`config.mk`:
```
export PLATFORM = sky130hd
export DESIGN_NAME = pcif_top
export DESIGN_NICKNAME = d
export VERILOG_FILES = /design/src/hdl/pcif_pkg.sv /design/src/hdl/pcif_port.sv /design/src/hdl/pcif_top.sv
export SDC_FILE = /design/constraint.sdc
export NUM_CORES = 1
export LEC_CHECK = 0
export ABC_AREA = 1
export BUFFER_PORTS_ARGS = -buffer_cell sky130_fd_sc_hd__buf_2
export CAP_MARGIN = 15
export CELL_PAD_IN_SITES_DETAIL_PLACEMENT = 1
export CELL_PAD_IN_SITES_GLOBAL_PLACEMENT = 2
export CORE_MARGIN = 2
export CORE_UTILIZATION = 31
export CTS_CLUSTER_DIAMETER = 120
export DETAILED_ROUTE_END_ITERATION = 10
export PLACE_DENSITY = 0.74
export SKIP_CTS_REPAIR_TIMING = 1
export SYNTH_ARGS = -nofsm -noshare
export SYNTH_HDL_FRONTEND = slang
export SYNTH_SLANG_ARGS = --single-unit
```
`constraint.sdc`:
```
create_clock -name ref_clk_i -period 1.35 [get_ports ref_clk_i]
set_input_delay 0.0675 -clock ref_clk_i [delete_from_list [all_inputs] [get_ports ref_clk_i]]
set_output_delay 0.0675 -clock ref_clk_i [all_outputs]
set_load 0.05 [all_outputs]
```
`src/hdl/pcif_pkg.sv`:
```
// Package for the pin change interrupt flag block: map, layouts, types
package pcif_pkg;

	// ==========================================================
	// Register byte offsets (one aligned word each)
	localparam logic [5:0] PCIF_OFF_CORE_CTRL = 6'h00;
	localparam logic [5:0] PCIF_OFF_A_FLAGS = 6'h04;
	localparam logic [5:0] PCIF_OFF_A_FALL = 6'h08;
	localparam logic [5:0] PCIF_OFF_A_RISE = 6'h0c;
	localparam logic [5:0] PCIF_OFF_B_FLAGS = 6'h10;
	localparam logic [5:0] PCIF_OFF_B_FALL = 6'h14;
	localparam logic [5:0] PCIF_OFF_B_RISE = 6'h18;
	localparam logic [5:0] PCIF_OFF_C_FLAGS = 6'h1c;
	localparam logic [5:0] PCIF_OFF_C_FALL = 6'h20;
	localparam logic [5:0] PCIF_OFF_C_RISE = 6'h24;
	localparam logic [5:0] PCIF_OFF_E_FLAGS = 6'h28;
	localparam logic [5:0] PCIF_OFF_E_FALL = 6'h2c;
	localparam logic [5:0] PCIF_OFF_E_RISE = 6'h30;
	localparam logic [5:0] PCIF_OFF_IRQ_STAT = 6'h34;
	localparam logic [5:0] PCIF_OFF_IRQ_MASK = 6'h38;

	// ==========================================================
	// Field positions and reset values
	localparam int PCIF_CTRL_MASTER_EN_BIT = 3;
	localparam int PCIF_CTRL_SUMMARY_BIT = 0;
	localparam logic [7:0] PCIF_CTRL_WR_MASK = 8'h08;
	localparam logic [7:0] PCIF_PORT_E_MASK = 8'h08;
	localparam logic [7:0] PCIF_FULL_MASK = 8'hff;
	localparam logic [7:0] PCIF_REG_RESET = 8'h00;
	localparam int PCIF_IRQ_BITS = 4;
	localparam logic [3:0] PCIF_IRQ_RESET = 4'h0;
	localparam logic [1:0] PCIF_RESP_OKAY = 2'h0;
	localparam logic [1:0] PCIF_RESP_SLVERR = 2'h2;

	// ==========================================================
	// Carrier types
	typedef struct packed
	{
		logic [7:0] flags;
		logic [7:0] fall;
		logic [7:0] rise;
	} pcif_port_s;

	typedef struct packed
	{
		logic awvalid;
		logic [5:0] awaddr;
		logic wvalid;
		logic [31:0] wdata;
		logic [3:0] wstrb;
		logic bready;
		logic arvalid;
		logic [5:0] araddr;
		logic rready;
	} pcif_axi_req_s;

	typedef struct packed
	{
		logic awready;
		logic wready;
		logic bvalid;
		logic [1:0] bresp;
		logic arready;
		logic rvalid;
		logic [31:0] rdata;
		logic [1:0] rresp;
	} pcif_axi_rsp_s;

endpackage : pcif_pkg

```
`src/hdl/pcif_port.sv`:
```
// One port's edge detectors, enables and sticky change flags
module pcif_port
	import pcif_pkg::*;
#(
	parameter logic [7:0] IMPL_MASK = 8'hff
)
(
	input wire logic ref_clk_i,
	input wire logic reset_n_i,
	input wire logic [7:0] pin_i,
	input wire logic flags_we_i,
	input wire logic fall_we_i,
	input wire logic rise_we_i,
	input wire logic [7:0] wdata_i,
	output logic [7:0] flags_o,
	output logic [7:0] fall_o,
	output logic [7:0] rise_o,
	output logic edge_o
);

	// ==========================================================
	// State
	typedef struct packed
	{
		logic [7:0] sync1;
		logic [7:0] sync2;
		logic [7:0] prev;
		logic primed;
		pcif_port_s regs;
	} pcif_pstate_s;

	pcif_pstate_s state;
	pcif_pstate_s next_state;
	logic [7:0] rise_seen;
	logic [7:0] fall_seen;
	logic [7:0] hit;

	// Edges come only from synchronised samples, never the first stage
	assign rise_seen = state.sync2 & ~state.prev & {8{state.primed}};
	assign fall_seen = ~state.sync2 & state.prev & {8{state.primed}};
	assign hit = ((rise_seen & state.regs.rise) | (fall_seen & state.regs.fall)) & IMPL_MASK;

	// Next state: the edge set beats a software write in the same cycle
	always_comb
	begin
		next_state = state;
		next_state.sync1 = pin_i;
		next_state.sync2 = state.sync1;
		next_state.prev = state.sync2;
		next_state.primed = 1'b1;
		if (rise_we_i)
		begin
			next_state.regs.rise = wdata_i & IMPL_MASK;
		end
		if (fall_we_i)
		begin
			next_state.regs.fall = wdata_i & IMPL_MASK;
		end
		if (flags_we_i)
		begin
			next_state.regs.flags = wdata_i & IMPL_MASK;
		end
		next_state.regs.flags = next_state.regs.flags | hit;
	end

	// State register
	always_ff @(posedge ref_clk_i or negedge reset_n_i)
	begin
		if (!reset_n_i)
		begin
			state <= '0;
		end
		else
		begin
			state <= next_state;
		end
	end

	assign flags_o = state.regs.flags;
	assign fall_o = state.regs.fall;
	assign rise_o = state.regs.rise;
	assign edge_o = |hit;
endmodule : pcif_port

```
`src/hdl/pcif_top.sv`:
```
// Top of the pin change interrupt flag block with its AXI4-Lite slave
module pcif_top
	import pcif_pkg::*;
(
	input wire logic ref_clk_i,
	input wire logic reset_n_i,
	input wire logic [7:0] port_a_pin_i,
	input wire logic [7:0] port_b_pin_i,
	input wire logic [7:0] port_c_pin_i,
	input wire logic [7:0] port_e_pin_i,
	input wire logic s_axi_awvalid_i,
	input wire logic [5:0] s_axi_awaddr_i,
	output logic s_axi_awready_o,
	input wire logic s_axi_wvalid_i,
	input wire logic [31:0] s_axi_wdata_i,
	input wire logic [3:0] s_axi_wstrb_i,
	output logic s_axi_wready_o,
	output logic s_axi_bvalid_o,
	output logic [1:0] s_axi_bresp_o,
	input wire logic s_axi_bready_i,
	input wire logic s_axi_arvalid_i,
	input wire logic [5:0] s_axi_araddr_i,
	output logic s_axi_arready_o,
	output logic s_axi_rvalid_o,
	output logic [31:0] s_axi_rdata_o,
	output logic [1:0] s_axi_rresp_o,
	input wire logic s_axi_rready_i,
	output logic change_irq_o,
	output logic wake_o,
	output logic irq_o
);

	// ==========================================================
	// State
	typedef struct packed
	{
		logic aw_got;
		logic [5:0] aw_addr;
		logic w_got;
		logic [31:0] w_data;
		logic [3:0] w_strb;
		pcif_axi_rsp_s rsp;
		logic master_en;
		logic [3:0] irq_stat;
		logic [3:0] irq_mask;
	} pcif_tstate_s;

	pcif_tstate_s state;
	pcif_tstate_s next_state;
	pcif_axi_req_s req;
	logic do_write;
	logic wr_lane0;
	logic [7:0] wbyte;
	logic [3:0] port_edge;
	logic [7:0] flag_we;
	logic [7:0] fall_we;
	logic [7:0] rise_we;
	pcif_port_s port_reg [4];
	logic summary;
	logic wr_hit;
	logic rd_hit;
	logic [7:0] rd_byte;
	logic [3:0] stat_after_clear;

	// Bundle the bus request
	always_comb
	begin
		req.awvalid = s_axi_awvalid_i;
		req.awaddr = s_axi_awaddr_i;
		req.wvalid = s_axi_wvalid_i;
		req.wdata = s_axi_wdata_i;
		req.wstrb = s_axi_wstrb_i;
		req.bready = s_axi_bready_i;
		req.arvalid = s_axi_arvalid_i;
		req.araddr = s_axi_araddr_i;
		req.rready = s_axi_rready_i;
	end

	// ==========================================================
	// Write decode: one cycle strobe once address and data are both held
	assign do_write = state.aw_got && state.w_got && !state.rsp.bvalid;
	assign wr_lane0 = do_write && state.w_strb[0];
	assign wbyte = state.w_data[7:0];

	always_comb
	begin
		flag_we = 8'h00;
		fall_we = 8'h00;
		rise_we = 8'h00;
		wr_hit = 1'b1;
		case (state.aw_addr)
			PCIF_OFF_A_FLAGS: flag_we[0] = wr_lane0;
			PCIF_OFF_A_FALL: fall_we[0] = wr_lane0;
			PCIF_OFF_A_RISE: rise_we[0] = wr_lane0;
			PCIF_OFF_B_FLAGS: flag_we[1] = wr_lane0;
			PCIF_OFF_B_FALL: fall_we[1] = wr_lane0;
			PCIF_OFF_B_RISE: rise_we[1] = wr_lane0;
			PCIF_OFF_C_FLAGS: flag_we[2] = wr_lane0;
			PCIF_OFF_C_FALL: fall_we[2] = wr_lane0;
			PCIF_OFF_C_RISE: rise_we[2] = wr_lane0;
			PCIF_OFF_E_FLAGS: flag_we[3] = wr_lane0;
			PCIF_OFF_E_FALL: fall_we[3] = wr_lane0;
			PCIF_OFF_E_RISE: rise_we[3] = wr_lane0;
			PCIF_OFF_CORE_CTRL, PCIF_OFF_IRQ_STAT, PCIF_OFF_IRQ_MASK: wr_hit = 1'b1;
			default: wr_hit = 1'b0;
		endcase
	end

	// ==========================================================
	// Four ports; port E keeps only bit 3
	genvar gp;
	generate
		for (gp = 0; gp < 4; gp++)
		begin : g_port
			logic [7:0] pins;
			assign pins = (gp == 0) ? port_a_pin_i : (gp == 1) ? port_b_pin_i :
				(gp == 2) ? port_c_pin_i : port_e_pin_i;
			pcif_port #(
				.IMPL_MASK((gp == 3) ? PCIF_PORT_E_MASK : PCIF_FULL_MASK)
			) u_port (
				.ref_clk_i(ref_clk_i),
				.reset_n_i(reset_n_i),
				.pin_i(pins),
				.flags_we_i(flag_we[gp]),
				.fall_we_i(fall_we[gp]),
				.rise_we_i(rise_we[gp]),
				.wdata_i(wbyte),
				.flags_o(port_reg[gp].flags),
				.fall_o(port_reg[gp].fall),
				.rise_o(port_reg[gp].rise),
				.edge_o(port_edge[gp])
			);
		end
	endgenerate

	// Summary is pure OR, so it tracks flags with no lag
	assign summary = |{port_reg[0].flags, port_reg[1].flags,
		port_reg[2].flags, port_reg[3].flags};
	// Flags never depend on master enable; only the change request and the wake output are gated
	assign change_irq_o = summary && state.master_en;
	// Wake is combinational from the edge so no clock of latency is added
	assign wake_o = (|port_edge) && state.master_en;
	assign irq_o = |(state.irq_stat & state.irq_mask);

	// ==========================================================
	// Read decode
	always_comb
	begin
		rd_hit = 1'b1;
		rd_byte = 8'h00;
		case (req.araddr)
			PCIF_OFF_CORE_CTRL:
			begin
				rd_byte[PCIF_CTRL_MASTER_EN_BIT] = state.master_en;
				rd_byte[PCIF_CTRL_SUMMARY_BIT] = summary;
			end
			PCIF_OFF_A_FLAGS: rd_byte = port_reg[0].flags;
			PCIF_OFF_A_FALL: rd_byte = port_reg[0].fall;
			PCIF_OFF_A_RISE: rd_byte = port_reg[0].rise;
			PCIF_OFF_B_FLAGS: rd_byte = port_reg[1].flags;
			PCIF_OFF_B_FALL: rd_byte = port_reg[1].fall;
			PCIF_OFF_B_RISE: rd_byte = port_reg[1].rise;
			PCIF_OFF_C_FLAGS: rd_byte = port_reg[2].flags;
			PCIF_OFF_C_FALL: rd_byte = port_reg[2].fall;
			PCIF_OFF_C_RISE: rd_byte = port_reg[2].rise;
			PCIF_OFF_E_FLAGS: rd_byte = port_reg[3].flags;
			PCIF_OFF_E_FALL: rd_byte = port_reg[3].fall;
			PCIF_OFF_E_RISE: rd_byte = port_reg[3].rise;
			PCIF_OFF_IRQ_STAT: rd_byte = {4'h0, state.irq_stat};
			PCIF_OFF_IRQ_MASK: rd_byte = {4'h0, state.irq_mask};
			default: rd_hit = 1'b0;
		endcase
	end

	// Write-one-to-clear, but a same-cycle event wins
	assign stat_after_clear = (do_write && state.w_strb[0] && state.aw_addr == PCIF_OFF_IRQ_STAT)
		? (state.irq_stat & ~wbyte[3:0]) : state.irq_stat;

	// ==========================================================
	// Bus handshakes and control registers
	always_comb
	begin
		next_state = state;
		next_state.irq_stat = stat_after_clear | port_edge;
		if (req.awvalid && !state.aw_got)
		begin
			next_state.aw_got = 1'b1;
			next_state.aw_addr = req.awaddr;
		end
		if (req.wvalid && !state.w_got)
		begin
			next_state.w_got = 1'b1;
			next_state.w_data = req.wdata;
			next_state.w_strb = req.wstrb;
		end
		if (do_write)
		begin
			next_state.rsp.bvalid = 1'b1;
			next_state.rsp.bresp = wr_hit ? PCIF_RESP_OKAY : PCIF_RESP_SLVERR;
			if (state.w_strb[0] && state.aw_addr == PCIF_OFF_CORE_CTRL)
			begin
				next_state.master_en = wbyte[PCIF_CTRL_MASTER_EN_BIT];
			end
			if (state.w_strb[0] && state.aw_addr == PCIF_OFF_IRQ_MASK)
			begin
				next_state.irq_mask = wbyte[3:0];
			end
		end
		if (state.rsp.bvalid && req.bready)
		begin
			next_state.rsp.bvalid = 1'b0;
			next_state.aw_got = 1'b0;
			next_state.w_got = 1'b0;
		end
		if (req.arvalid && !state.rsp.rvalid)
		begin
			next_state.rsp.rvalid = 1'b1;
			next_state.rsp.rdata = {24'h000000, rd_byte};
			next_state.rsp.rresp = rd_hit ? PCIF_RESP_OKAY : PCIF_RESP_SLVERR;
		end
		if (state.rsp.rvalid && req.rready)
		begin
			next_state.rsp.rvalid = 1'b0;
		end
		next_state.rsp.awready = 1'b0;
		next_state.rsp.wready = 1'b0;
		next_state.rsp.arready = 1'b0;
	end

	// State register
	always_ff @(posedge ref_clk_i or negedge reset_n_i)
	begin
		if (!reset_n_i)
		begin
			state <= '0;
		end
		else
		begin
			state <= next_state;
		end
	end

	// Ready lines are combinational; each channel accepts one item until the response
	assign s_axi_awready_o = !state.aw_got;
	assign s_axi_wready_o = !state.w_got;
	assign s_axi_arready_o = !state.rsp.rvalid;
	assign s_axi_bvalid_o = state.rsp.bvalid;
	assign s_axi_bresp_o = state.rsp.bresp;
	assign s_axi_rvalid_o = state.rsp.rvalid;
	assign s_axi_rdata_o = state.rsp.rdata;
	assign s_axi_rresp_o = state.rsp.rresp;
endmodule : pcif_top

```
==> results of run 1 <==
==> Yosys cell counts <==
cell type / count
o2111ai_2: 1
nand3_1: 46
o2111ai_1: 11
nand4_2: 3
o211ai_1: 9
nand3_4: 5
inv_1: 103
nand3b_2: 1
nor2_2: 7
buf_4: 37
nand2_2: 2
clkbuf_1: 7
nand4_1: 32
o21ai_0: 69
nor3_1: 8
buf_2: 11
a22oi_1: 1
nor2_1: 98
nand2_1: 233
nand3_2: 1
nand3b_1: 1
nor4_1: 1
a21o_1: 2
dfrtp_1: 189
a41oi_1: 1
o21bai_1: 1
a21oi_1: 23
mux2_2: 4
inv_2: 7
nor3b_1: 3
buf_8: 1
o21ai_1: 10
conb_1: 2
buf_6: 2
nor2_4: 6
==> through the flow <==
stage	worst slack [ns]	cell area [um^2]
detailed placement	-0.487	10400
finish	-0.974	12700
floorplan	-0.153	8550
global route	-1.09	12700
global placement	-0.458	10400
CTS	-0.977	11100
==> kinds of logic (layout without fill, tap and decap cells) <==
family / Yosys count / in the layout
other cells: 2 / 27
simple gates: 447 / 453
flops: 189 / 189
buf+inv: 168 / 472
compound gates: 128 / 128
mux: 4 / 4
==> power breakdown <==
part	switching [mW]	total (mW)	internal (mW)
clock network	2.56	5.22	2.65
registers	0.841	7.57	6.73
logic	4.86	8.41	3.55
==> state kept, by name, summed over array words and instances, names as in the netlist <==
register and flops:
g_port.u_port.rise_o 25, g_port.u_port.state 26, s_axi_bresp_o 1, s_axi_rvalid_o 1
s_axi_bvalid_o 1, s_axi_rresp_o 1, s_axi_rdata_o 8, g_port.u_port.next_state 50
g_port.u_port.fall_o 25, g_port.u_port.flags_o 25, state 26
==> tightest hold or removal path: cells and delay by family <==
family / cells / cell delay [ns]
AOI/OAI and AO/OA: 1 / 0.09
buffers and inverters: 1 / 0.10
and+or+nand+nor: 1 / 0.18
==> final cells by class <==
| class | count | area, um^2 | share of cell area, % |
|---|---|---|---|
| multi-input cells | 612 | 3670 | 28.9 |
| flip-flops and latches | 189 | 4740 | 37.3 |
| repair buffers | 330 | 2790 | 22.0 |
| clock inverters | 15 | 181 | 1.43 |
| inverters | 110 | 464 | 3.66 |
| well taps | 341 | 427 | 3.36 |
| clock buffers | 17 | 425 | 3.35 |
==> per-layer routing <==
| layer | global-route usage (%) | share of wire [%] | wire length (um) | vias up |
|---|---|---|---|---|
| met5 | 0 | 0 | 0 | - |
| met4 | 5.41 | 2.8 | 882 | 0 |
| met3 | 3.24 | 3.7 | 1170 | 47 |
| met2 | 33.0 | 51 | 16000 | 193 |
| met1 | 26.3 | 43 | 13600 | 3828 |
| li1 | - | - | - | 3635 |
==> how the worst max path moves through the flow <==
stage,startpoint,endpoint,slack (ns),cells past startpoint
floorplan,s_axi_bvalid_o,g_port[1].u_port.flags_o[7],-0.15,8
global placement,g_port[3].u_port.state[24],wake_o,-0.46,11
detailed placement,g_port[3].u_port.state[24],wake_o,-0.49,11
CTS,g_port[3].u_port.state[24],wake_o,-0.98,11
global route,g_port[3].u_port.state[24],wake_o,-1.09,12
finish,g_port[3].u_port.state[24],wake_o,-0.97,12
==> summary.txt, run 1 <==
Run status
  – Outcome: complete, but fails checks
  – Failing checks: negative setup slack

Setup path
  – Cells on worst reg2reg path: 8
  – Max stage delay cell, worst path: dfrtp_2
  – Worst Path Max Fanout: 13
  – Crit-path leading delay family: simple AND/OR/NAND/NOR gates
  – Crit-path cells: buf_12 > buf_12 > nand3_1 > nand2_1 > nor2_1 > nand2_1 > nor2_2 > nand2_1 > nor2_1 > buf_4 > nor2_4 > buf_6
  – WP buf/inv: 4
  – Max incr delay on CP: 0.45 ns
  – Worst path most repeated cell: nand2_1
  – R2r setup slk: -0.23 ns
  – R2R Path Start: state[87]
  – Worst EP required: 1.28 ns
  – Endpoint class of the critical path: output pin
  – Critical path type: reg -> out
  – RR Endpoint: g_port[1].u_port.flags_o[1]
  – Critical path arrival: 2.26 ns
  – Worst Setup Start Kind: flip-flop

Clock network
  – H-tree depth: 4
  – Clock Path Buffers: 2
  – TritonCTS Sinks: 189
  – Cts bufs inserted: 17
  – TritonCTS clock tree: done
  – Clock transition at path regs: 0.08 ns
  – Clock Tree Root: clkbuf_16
  – Clock Latency Late Sink: 0.45 ns

STA
  – Unrepaired setup endpoints after global routing: true
  – Tcrit/Tclk final: 172%
  – Hold Vio Cnt, Final: 0
  – Final slew viol count: 0
  – Final setup fails: 88
  – Setup WS post-layout: -0.974 ns
  – Hold slack: 0.0250 ns
  – Max Clock Skew: roughly 0.015 ns
  – Highest clock rate: 430 MHz
  – Setup total negative slack: -12.32 ns
  – Fin crit period: 2.32 ns

Power
  – Power density over the cells: approximately 1700 mW/mm^2
  – Total power: approximately 21 mW
  – Pleak: around 6.3 nW
  – Worst vdd ir: around 0.88 mV

Synth
  – Post-synthesis cell area: around 0.0083 mm^2
  – Mux cell area share after synthesis: 0.540%
  – Synth area leader: dfrtp_1
  – Synth Area in Adders: 0%
  – Synth Area in Simple Gates: 24.2%
  – Top-area cell type share of the netlist area: 56.7%
  – Synth warnings: 0
  – Largest family of logic cells by synthesized area: simple AND/OR/NAND/NOR gates
  – Yosys cell types: 35
  – Xor and xnor area share after synthesis: 0%
  – Compound-Gate Fraction of Synth Area: approximately 8.7%
  – Seq/Total Area, Yosys: 56.7%
  – Syn Area/Cell: 8.89 um^2
  – Top post-synthesis cells by area: dfrtp_1 (57%), nand2_1 (10%), inv_1 (4.6%)
  – Yosys reg bits: around 190
  – Mapped Cells: 938

Final layout
  – Layout Nets: approximately 1.3k
  – Inserted Diodes: 0
  – Post-route insts no fill: 1614
  – Layout Utilization: 47.6%
  – P&R area growth vs syn: 52.1%
  – Most common cell after layout, fill and taps aside: dfrtp_1
  – Fill cell count: 3022
  – Layout cells sized above 1: about two fifths
  – Most frequent cells in the layout: dfrtp_1 (184), buf_4 (182), nand2_1 (169)

Detailed routing
  – Detailed Route WL: 31700 um
  – # DRC: 0
  – Vias: about 7.7k
  – Detail-routed via count per cell: 4.77
  – Final ANT Viol Nets: 0
  – Drt pass-1 iters: 4
  – Detailed-route wire length per cell: 19.6 um
  – Iter 0 DRT Violations: roughly 450

Floorplan
  – I/O pin total: about 130
  – Die W: roughly 170 um
  – Row count: 60
  – Die area: 0.0282 mm^2
  – Core Box Area: around 0.027 mm^2
  – Die Height: 168 um
  – Initial core utilization: ~31%

Placed design
  – IO buf count: 70
  – Dpl hpwl: slightly above 20000 um
  – Dpl cells: 1501
  – GPL Wtd Cong: 0.829

Job
  – Max Cap Viol: 0

GRT
  – Total GRT Usage: 19.6%
  – Vias in the first global route: between 7k and 8k
  – Largest net degree at the start of global routing: 46
  – Antenna violations before repair: 0
  – Global-route wire length before repair: 41800 um
  – Total gr overflow: 0

Min path
  – Worst hold path type: in -> reg
  – Hold Crit Start: s_axi_awvalid_i
  – Hold EP: state[93]
  – Worst Hold Depth: 3
No activity file was read; power rests on OpenSTA's default activity.
==> run 2: changes to the inputs <==
==> constraint.sdc (replaced) <==
create_clock -name ref_clk_i -period 1.35 [get_ports ref_clk_i]
set_input_delay 0.27 -clock ref_clk_i [delete_from_list [all_inputs] [get_ports ref_clk_i]]
set_output_delay 0.27 -clock ref_clk_i [all_outputs]
set_load 0.05 [all_outputs]
==> run 2 against run 1 <==
Effect of this change:
- the run still ends with negative setup slack left
- register-to-register slack lost 0.03 ns
- sequential share of layout area shrank 0.15 points
- combinational power grew 3.7%
- critical path depth shrank 1
- setup slack lost 0.15 ns
- non-clock buffer count shrank 6
- critical endpoint unchanged
==> summary.txt, run 2 (same netlist as run 1, synthesis figures left out) <==
GRT
  – Total gr overflow: 0 (unchanged)
  – Vias in the first global route: 7512 (+0.28%)
  – Total GRT Usage: 19.8% (+0.15 points)
  – Global-route wire length before repair: 42300 um (+1.2%)
  – Antenna violations before repair: 0 (unchanged)
  – Largest net degree at the start of global routing: 39 (-15%)

Clock network
  – TritonCTS clock tree: done
  – Clock Latency Late Sink: 0.44 ns (about the same)
  – H-tree depth: 4 (unchanged)
  – Clock Path Buffers: 2 (unchanged)
  – TritonCTS Sinks: 189 (unchanged)
  – Clock transition at path regs: 0.07 ns (about the same)
  – Cts bufs inserted: 17 (unchanged)
  – Clock Tree Root: clkbuf_16

Setup path
  – Crit-path leading delay family: simple AND/OR/NAND/NOR gates
  – Critical path type: reg -> out
  – Crit-path cells: buf_12 > buf_8 > nand4_1 > nand2_1 > nor2_1 > nand2_1 > nor2_2 > nand2_1 > nor2_2 > nor2_4 > buf_8
  – Max stage delay cell, worst path: dfrtp_2
  – RR Endpoint: g_port[1].u_port.flags_o[6]
  – R2R Path Start: state[87]
  – Worst EP required: 1.08 ns (-0.20 ns)
  – Worst path most repeated cell: nand2_1
  – Max incr delay on CP: 0.47 ns (+0.02 ns)
  – Crit. path cell count: 11 (-1)
  – Cells on worst reg2reg path: 7 (-1)
  – R2r setup slk: -0.26 ns (-0.03 ns)
  – Endpoint class of the critical path: output pin
  – Worst Setup Start Kind: flip-flop
  – WP buf/inv: 3 (-1)
  – Worst setup startpoint: g_port[3].u_port.state[24]
  – Critical path arrival: 2.20 ns (-0.06 ns)
  – Worst Path Max Fanout: 8 (-5)

Detailed routing
  – # DRC: 0 (unchanged)
  – Detail-routed via count per cell: 4.81 (+0.85%)
  – Vias: 7749 (+0.60%)
  – Detailed Route WL: 31500 um (-0.58%)
  – Drt pass-1 iters: 5 (+1)
  – Detailed-route wire length per cell: 19.6 um (-0.33%)
  – Final ANT Viol Nets: 0 (unchanged)
  – Iter 0 DRT Violations: 357 (-20%)

STA
  – Setup total negative slack: -12.20 ns (+0.121 ns)
  – Unrepaired setup endpoints after global routing: true
  – Setup WS post-layout: -1.12 ns (-0.149 ns)
  – Final setup fails: 91 (+3.4%)
  – Tcrit/Tclk final: 183% (+11 points)
  – Fin crit period: 2.47 ns (+0.149 ns)
  – Max Clock Skew: 0.0139 ns (-0.000906 ns)
  – Hold slack: 0.0184 ns (-0.00660 ns)
  – Highest clock rate: 404 MHz (-6.0%)
  – Hold Vio Cnt, Final: 0 (unchanged)
  – Final slew viol count: 0 (unchanged)

Floorplan
  – Die Height: 168 um (unchanged)
  – Row count: 60 (unchanged)
  – I/O pin total: 131 (unchanged)
  – Initial core utilization: 31.3% (unchanged)
  – Die area: 0.0282 mm^2 (unchanged)
  – Die W: 168 um (unchanged)
  – Core Box Area: 0.0267 mm^2 (unchanged)

Placed design
  – GPL Wtd Cong: 0.853 (+2.9%)
  – Dpl hpwl: 20700 um (+1.5%)
  – Dpl cells: 1504 (+0.20%)
  – IO buf count: 70 (unchanged)

Final layout
  – Layout Nets: 1344 (-0.22%)
  – Layout cells sized above 1: 42.7% (+1.4 points)
  – Fill cell count: 3013 (-0.30%)
  – Post-route insts no fill: 1610 (-0.25%)
  – Inserted Diodes: 0 (unchanged)
  – P&R area growth vs syn: 52.8%
  – Most frequent cells in the layout: dfrtp_1 (184), buf_4 (184), nand2_1 (166)
  – Max reg flops: 50 (unchanged)

Power
  – Power density over the cells: 1680 mW/mm^2 (+0.78%)
  – Pleak: 6.28 nW (+0.38%)
  – Worst vdd ir: 0.723 mV (-18%)

Min path
  – Hold EP: s_axi_bvalid_o
  – Worst Hold Depth: 2 (-1)
  – Hold Crit Start: s_axi_bready_i
  – Worst hold path type: in -> reg

Job
  – Max Cap Viol: 0 (unchanged)

Run status
  – Failing checks: negative setup slack
  – Outcome: complete, but fails checks
## run 2: power breakdown
| part | switching (mW) | leakage (nW) | internal (mW) |
|---|---|---|---|
| combinational | 4.94 | 3.69 | 3.78 |
| clock | 2.39 | 0.284 | 2.82 |
| sequential | 0.786 | 2.31 | 6.73 |
| total | 8.11 | 6.28 | 13.3 |
## run 2: per-layer routing
metal  up-vias  GRT usage [%]  share of wire (%)  wire, um
li1       3633              -                  -         -
met1      3875           27.0                 44     13900
met2       191           32.9                 49     15300
met3        50           3.60                3.9      1230
met4         0           4.54                3.5      1110
met5         -              0                  0         0
## run 2: worst max path at each step
stage / to
after global placement: wake_o
final: wake_o
after global routing: wake_o
after CTS: wake_o
after floorplan: wake_o
after detailed placement: wake_o
## run 2: stage by stage
step	area [um^2]	power, mW	util, %	setup WS [ns]
final	12700	21.5	47.8	-1.12
after detailed placement	10600	13.9	39.6	-0.702
after global placement	10600	13.8	39.6	-0.666
after floorplan	8640	10.6	-	-0.230
after global routing	12700	22.5	47.8	-1.25
after CTS	11200	19.2	41.9	-1.19
## run 2: final cells by class
type / instances / area, um^2 / share of cell area [%]
well taps: 341 / 427 / 3.35
clock buffers: 18 / 439 / 3.45
clock inverters: 13 / 154 / 1.21
repair inverters: 1 / 6.26 / 0.0491
multi-input cells: 614 / 3690 / 29.0
inverters: 110 / 467 / 3.66
repair buffers: 324 / 2820 / 22.1
flip-flops and latches: 189 / 4740 / 37.2
